<file path="src/core/gpp_map.vh">
`ifndef GPP_MAP_VH
`define GPP_MAP_VH
// =====================================================================
// Register offsets of the port.
`define GPP_ADDR_W 2
`define GPP_OFS_DATA 2'h0
`define GPP_OFS_DIR 2'h1
`define GPP_OFS_ALT 2'h2
// =====================================================================
// Field positions: pin lines and alternate-function bits.
`define GPP_PIN_T0CLK 0
`define GPP_PIN_T1OUT 1
`define GPP_PIN_T3OUT 2
`define GPP_PIN_T4CLK 3
`define GPP_PIN_T5OUT 4
// =====================================================================
// Reset values.
`define GPP_RST_LATCH 5'h1F
`define GPP_RST_DIR 5'h00
`define GPP_RST_ALT 5'h00
`endif

</file>
<file path="src/core/gpp_port.v">
`timescale 1ns/1ps
`default_nettype none
`include "gpp_map.vh"
module gpp_port #(
  parameter W = 5
) (
  input wire mclk,
  input wire rst,
  input wire [`GPP_ADDR_W-1:0] reg_addr,
  input wire [7:0] reg_wdata,
  input wire reg_wr,
  input wire reg_rd,
  output reg [7:0] reg_rdata,
  input wire [W-1:0] pin_in,
  output wire [W-1:0] pin_out,
  output wire [W-1:0] pin_oe_n,
  input wire timer1_wave_out,
  input wire timer3_wave_out,
  input wire timer5_wave_out,
  output wire timer0_clock_in,
  output wire timer4_clock_in
);
  // ===================================================================
  // Registers.
  reg [W-1:0] pin_level_latch_reg;
  reg [W-1:0] direction_select_reg;
  reg [W-1:0] alt_function_select_reg;
  wire [W-1:0] pin_sync;
  wire [W-1:0] timer_wave;
  wire [W-1:0] alt_mask;
  reg [W-1:0] drive_reg;

  gpp_sync #(.W(W)) u_sync (
    .mclk(mclk),
    .rst(rst),
    .async_in(pin_in),
    .sync_out(pin_sync)
  );

  // Register writes; direction and alt are write-only, so software must
  // keep its own shadow copy instead of reading them back.
  always @(posedge mclk) begin
    if (rst) begin
      pin_level_latch_reg <= `GPP_RST_LATCH;
      direction_select_reg <= `GPP_RST_DIR;
      alt_function_select_reg <= `GPP_RST_ALT;
    end else if (reg_wr) begin
      case (reg_addr)
        `GPP_OFS_DATA: pin_level_latch_reg <= reg_wdata[W-1:0];
        `GPP_OFS_DIR: direction_select_reg <= reg_wdata[W-1:0];
        `GPP_OFS_ALT: alt_function_select_reg <= reg_wdata[W-1:0];
        default: ;
      endcase
    end
  end

  // Reads: only the data register answers with pin levels; write-only
  // and unmapped offsets read as zero.
  always @(posedge mclk) begin
    if (rst) begin
      reg_rdata <= 8'h00;
    end else if (reg_rd && reg_addr == `GPP_OFS_DATA) begin
      reg_rdata <= {{(8-W){1'b0}}, pin_sync};
    end else begin
      reg_rdata <= 8'h00;
    end
  end

  // ===================================================================
  // Pin multiplexing.
  // Only lines 1, 2 and 4 can take a timer output; 0 and 3 have none.
  assign alt_mask = (5'h1 << `GPP_PIN_T1OUT) | (5'h1 << `GPP_PIN_T3OUT) |
                    (5'h1 << `GPP_PIN_T5OUT);
  assign timer_wave = ({4'h0, timer1_wave_out} << `GPP_PIN_T1OUT) |
                      ({4'h0, timer3_wave_out} << `GPP_PIN_T3OUT) |
                      ({4'h0, timer5_wave_out} << `GPP_PIN_T5OUT);

  // Output data are registered, so a timer wave reaches the pin one
  // cycle late; acceptable for a slow general-purpose port.
  genvar i;
  generate
    for (i = 0; i < W; i = i + 1) begin : g_pin
      always @(posedge mclk) begin
        if (rst) begin
          drive_reg[i] <= 1'b1;
        end else if (alt_function_select_reg[i] && alt_mask[i]) begin
          drive_reg[i] <= timer_wave[i];
        end else begin
          drive_reg[i] <= pin_level_latch_reg[i];
        end
      end
      // Active-low enable: low drives the pin.
      assign pin_oe_n[i] = ~direction_select_reg[i];
    end
  endgenerate
  assign pin_out = drive_reg;

  // Timer clocks follow the pins regardless of direction or mode.
  assign timer0_clock_in = pin_sync[`GPP_PIN_T0CLK];
  assign timer4_clock_in = pin_sync[`GPP_PIN_T4CLK];
endmodule // gpp_port
`default_nettype wire

</file>
<file path="src/core/gpp_sync.v">
`timescale 1ns/1ps
`default_nettype none
// =====================================================================
// Two-stage synchroniser, one per bit.
module gpp_sync #(
  parameter W = 5
) (
  input wire mclk,
  input wire rst,
  input wire [W-1:0] async_in,
  output wire [W-1:0] sync_out
);
  reg [W-1:0] meta_reg;
  reg [W-1:0] sync_reg;
  // The first stage feeds only the second; nothing else reads it.
  always @(posedge mclk) begin
    if (rst) begin
      meta_reg <= {W{1'b0}};
      sync_reg <= {W{1'b0}};
    end else begin
      meta_reg <= async_in;
      sync_reg <= meta_reg;
    end
  end
  assign sync_out = sync_reg;
endmodule // gpp_sync
`default_nettype wire

</file>
<file path="config.mk">
export PLATFORM = sky130hd
export DESIGN_NAME = gpp_port
export DESIGN_NICKNAME = d
export VERILOG_FILES = /design/src/core/gpp_port.v /design/src/core/gpp_sync.v
export VERILOG_INCLUDE_DIRS = /design/src /design/src/core
export SDC_FILE = /design/constraint.sdc
export NUM_CORES = 1
export LEC_CHECK = 0
export ABC_AREA = 0
export CORE_MARGIN = 2
export CORE_UTILIZATION = 50
export DETAILED_ROUTE_END_ITERATION = 8
export DONT_BUFFER_PORTS = 1
export HOLD_SLACK_MARGIN = 0.02
export PLACE_DENSITY_LB_ADDON = 0.05
export SYNTH_ARGS = -nofsm -noshare
export SYNTH_HDL_FRONTEND = slang
export SYNTH_SLANG_ARGS = --single-unit
export TNS_END_PERCENT = 10
</file>
<file path="constraint.sdc">
create_clock -name mclk -period 0.9 [get_ports mclk]
set_input_delay 0.27 -clock mclk [delete_from_list [all_inputs] [get_ports mclk]]
set_output_delay 0.27 -clock mclk [all_outputs]
set_load 0.05 [all_outputs]
</file>
=== Word level (Yosys, flattened, before mapping) ===
Index checks and enable logic that the tools add are counted.

* Register bits: 38
* Word-level logic and storage cells: 31
* Input bits: 22
* Output and inout bits: 20

* Reduce and logical (&&, ||, !) cells: 6
* Multiplexer cells: 3
* Bitwise logic cells: 8
* Eq/ne operators: 2

{| class="wikitable"
|+ Operators with widths
! operator !! number
|-
| $not A1 Y1 || 6
|-
| $reduce_and A2 Y1 || 3
|-
| $or A3 B5 Y5 || 1
|-
| $mux W1 || 3
|-
| $or A2 B3 Y3 || 1
|-
| $eq A2 B1 Y1 const B || 1
|-
| $eq A2 B2 Y1 const B || 1
|-
| $logic_not A2 Y1 || 1
|-
| $reduce_or A2 Y1 || 1
|-
| $logic_and A1 B1 Y1 || 1
|}

=== Logic depth before layout (Yosys ltp) ===
* Word-level depth: 4
* Gate-level depth with buffers: 4
* Gate-level depth less buffers: 2

=== By module ===
A second synthesis with hierarchy kept.

* Cell total of the unflattened synthesis: 109
* Area total of the unflattened synthesis: 1,176.1 µm²

{| class="wikitable"
|+ Modules (own cells, without submodules)
! module !! instances !! area an instance (µm²) !! sequential area each (µm²) !! cells each
|-
| gpp_port || 1 || 913.4 || 460.4 || 89
|-
| gpp_sync || 1 || 262.8 || 200.2 || 20
|}

=== Worst setup path before layout ===
Ideal clock, no wire load.

* Path kind: input-to-reg
* Start: input rst
* End: register alt_function_select_reg[4]
* Data arrival time: 800 ps
* Stages: 4
* Required time: 777 ps
* Path buffers: 2
* Path slack: -23 ps
* Setup time: 123 ps
* Cells stage by stage: buf_2 -> clkbuf_1 -> nand2b_1 -> mux2i_1

{| class="wikitable"
|+ RTL lines
! item !! line !! RTL
|-
| start: declaration || gpp_port.v:8 || <nowiki>input wire rst,</nowiki>
|-
| end signal: assignment || gpp_port.v:46 || <nowiki>alt_function_select_reg <= `GPP_RST_ALT;</nowiki>
|-
| end signal: assignment || gpp_port.v:51 || <nowiki>`GPP_OFS_ALT: alt_function_select_reg <= reg_wdata[W-1:0];</nowiki>
|-
| end: declaration || gpp_port.v:27 || <nowiki>reg [W-1:0] alt_function_select_reg;</nowiki>
|}

=== Worst setup path after layout ===
* Start: register direction_select_reg[3]
* End: output pin_oe_n[3]

* Cells in the longest elaborated chain, start to end: 1

{| class="wikitable"
|+ RTL lines
! item !! line !! RTL
|-
| start: declaration || gpp_port.v:26 || <nowiki>reg [W-1:0] direction_select_reg;</nowiki>
|-
| start signal: assignment || gpp_port.v:45 || <nowiki>direction_select_reg <= `GPP_RST_DIR;</nowiki>
|-
| start signal: assignment || gpp_port.v:50 || <nowiki>`GPP_OFS_DIR: direction_select_reg <= reg_wdata[W-1:0];</nowiki>
|-
| $not A1 Y1 || gpp_port.v:93 || <nowiki>assign pin_oe_n[i] = ~direction_select_reg[i];</nowiki>
|-
| end: declaration || gpp_port.v:16 || <nowiki>output wire [W-1:0] pin_oe_n,</nowiki>
|}

No other way between the ends.

==> out/results.ini <==
[floorplanning]
num_rows=17
die_h_um=52.6
pin_count=42
core_area_sq_um=2230
die-area_sq_um=2770
start_util=0.529
die_x_um=52.6

[detailed_routing]
wl_mm=2.12
ant_nets=0
first_pass_iters=2
drcViolationCount=0
vias_per_cell=4.69
routedWlPerCell_um=13.0
via_count=764
dr.first_iter.drc_count=1

[logic_synthesis]
synth_top_area_frac=0.559
synth_area_per_cell_sq_um=10.7
syn_area_sq_um=1180
ys.flop_type=dfxtp_1
synth_compound_area_frac=0.0222
ys_top_cells_by_count=33 x dfxtp_1, 13 x mux2i_1, 13 x nand2b_1, 13 x nor2b_1, 10 x nor2_1
synth-async-reset-ratio=0
synth_cell_type_count=17
synthAdderAreaFrac=0
ys_ff_latch=33
seq_area_frac_synth=0.559
synth_top_family_by_area=simple AND/OR/NAND/NOR gates
yosysWarnings=0
yosysMostFrequentCell=dfxtp_1
synth_edf_count=0
synth_mux_area_frac=0.110
synthSimpleGateAreaFrac=0.238
postSynthCellCount=110
synthXorXnorAreaFrac=0
synth.area.top_cells=dfxtp_1 56%, mux2i_1 11%, nand2b_1 6.9%
yosys.area.top_type=dfxtp_1

[clock_tree]
cts_buffers=5
clkSlewWorstSetupHoldPaths_ps=100
clk_latency_ps=330
htree_levels=2
clock_path_buffers=2
cts_sinks=33
cts_tree=done
cts_root_buf=clkbuf_4

[timing]
fin_hold_ws_ps=43.1
postLayoutSetupSlackWorst_ps=-237
hold_viol=0
tns_ps=-3370
setup_viol_count_final=17
fmax_mhz=879
finalClockSkew_ps=8.73
period_needed_ps=1140
slew_viol_final=0
rsz0062_at_grt=yes
fin_crit_sh=1.26

[final_layout]
fin_nets=156
diodes=0
areaGrowthSynthToFinish_pct=42.7
final_layout_size_suffix_gt1_frac=0.378
fin_cells=163
num-fill-cells=164

[global_routing]
grt_pass1_vias=759
met2_usage=0.271
grt_pass1_wl_mm=3.42
grt_usage=0.180
use_met3=0.0943
grt_util_met1=0.213
grt_max_degree=29
grt_overflow=0
busiest_layer=met2
antenna_found_initial=0

[placed_design]
portBuffers=0
gp_congestion=0.683
dp.cells=151
hpwl_mm=1.47
place_ws_ps=-40.2

[setup_path]
critPathArrivalTime_ps=870
cp-end-kind=primary output
path_max_fanout=2
critPathLaunch=direction_select_reg[3]$_SDFFE_PP0P_
r2r-start=alt_function_select_reg[1]$_SDFFE_PP0P_
cp-start-kind=flip-flop
criticalPathCategory=reg2out
crit_required_ps=630
r2r_cells=2

[worst_hold_path]
hp-start=rst
hold_path_class=in2reg
worstHoldPathCells=2

[power_and_ir_drop]
power.density_nw_per_um2=1780
vdd_drop_max_uv=1540
cellLeakagePower_nw=0.691
finalPower_mw=3.00

[run_status]
violations=setup timing
outcome=complete, but fails checks

[flow_run]
drv_cap=0

-- worst max-delay path, stage by stage (launching register included) --
cell and delay (ps):
dfxtp_2 350, inv_2 40, buf_12 140
-- per-layer routing --
layer	routed length, um	vias to the layer above	share of wire
li1	-	385	-
met1	900	345	0.42
met2	989	28	0.47
met3	190	6	0.089
met4	43	0	0.020
met5	0	-	0
-- power by group --
group	switching (mW)	internal [mW]
logic	0.158	0.153
registers	0.0243	1.51
clock network	0.491	0.663
-- cell usage in the layout (no fill, tap or decap) --
master / Yosys / routed
buf_12: 0 / 18
dfxtp_2: 0 / 17
dfxtp_1: 33 / 16
nor2b_1: 13 / 13
mux2i_1: 13 / 13
nand2b_1: 13 / 13
nor2_1: 10 / 10
inv_2: 0 / 5
and2_1: 5 / 5
clkbuf_4: 0 / 5
a211o_1: 3 / 3
conb_1: 1 / 3
inv_1: 7 / 2
dlygate4sd3_1: 0 / 2
buf_4: 3 / 2
nor4b_2: 1 / 1
nor3b_4: 1 / 1
and3b_1: 1 / 1
nand3b_1: 1 / 1
bufinv_16: 0 / 1
clkbuf_1: 1 / 1
clkbuf_8: 0 / 1
dlymetal6s4s_1: 0 / 1
-- through the flow --
| stage | util | area (sq um) |
|---|---|---|
| final | 0.755 | 1690 |
| after global routing | 0.755 | 1690 |
| after CTS | 0.749 | 1670 |
| after detailed placement | 0.689 | 1540 |
| after global placement | 0.689 | 1540 |
| after floorplan | - | 1190 |
-- path summary, 6_finish.rpt --
kind,slack (ps),endpoint
setup / recovery,-240,pin_oe_n[3]
setup reg to reg,100,pin_out[1]$_SDFF_PP1_
hold reg to reg,430,pin_out[0]$_SDFF_PP1_
hold / removal,40,pin_out[3]$_SDFF_PP1_
-- layout make-up --
cell class	instances	area, sq um	area share
clock inverter	1	30.0	0.0178
tap	28	35.0	0.0208
timing repair buffer	23	408	0.242
clock buffer	7	55.1	0.0327
multi-input combinational	64	449	0.267
inverter	7	26.3	0.0156
sequential	33	682	0.405
-- cell families after synthesis --
| group | count (synthesis) |
|---|---|
| and+or+nand+nor | 45 |
| buffers and inverters | 15 |
| other | 1 |
| DFF | 33 |
| AOI/OAI and AO/OA | 3 |
| muxes | 13 |
-- timing repair --
item,in CTS,in global routing
hold endpoints to repair,10,2
resized for setup,22,1
setup endpoints to repair,17,26
setup buffers,1,0
hold buffers,2,1
No activity file was read; power rests on OpenSTA's default activity.
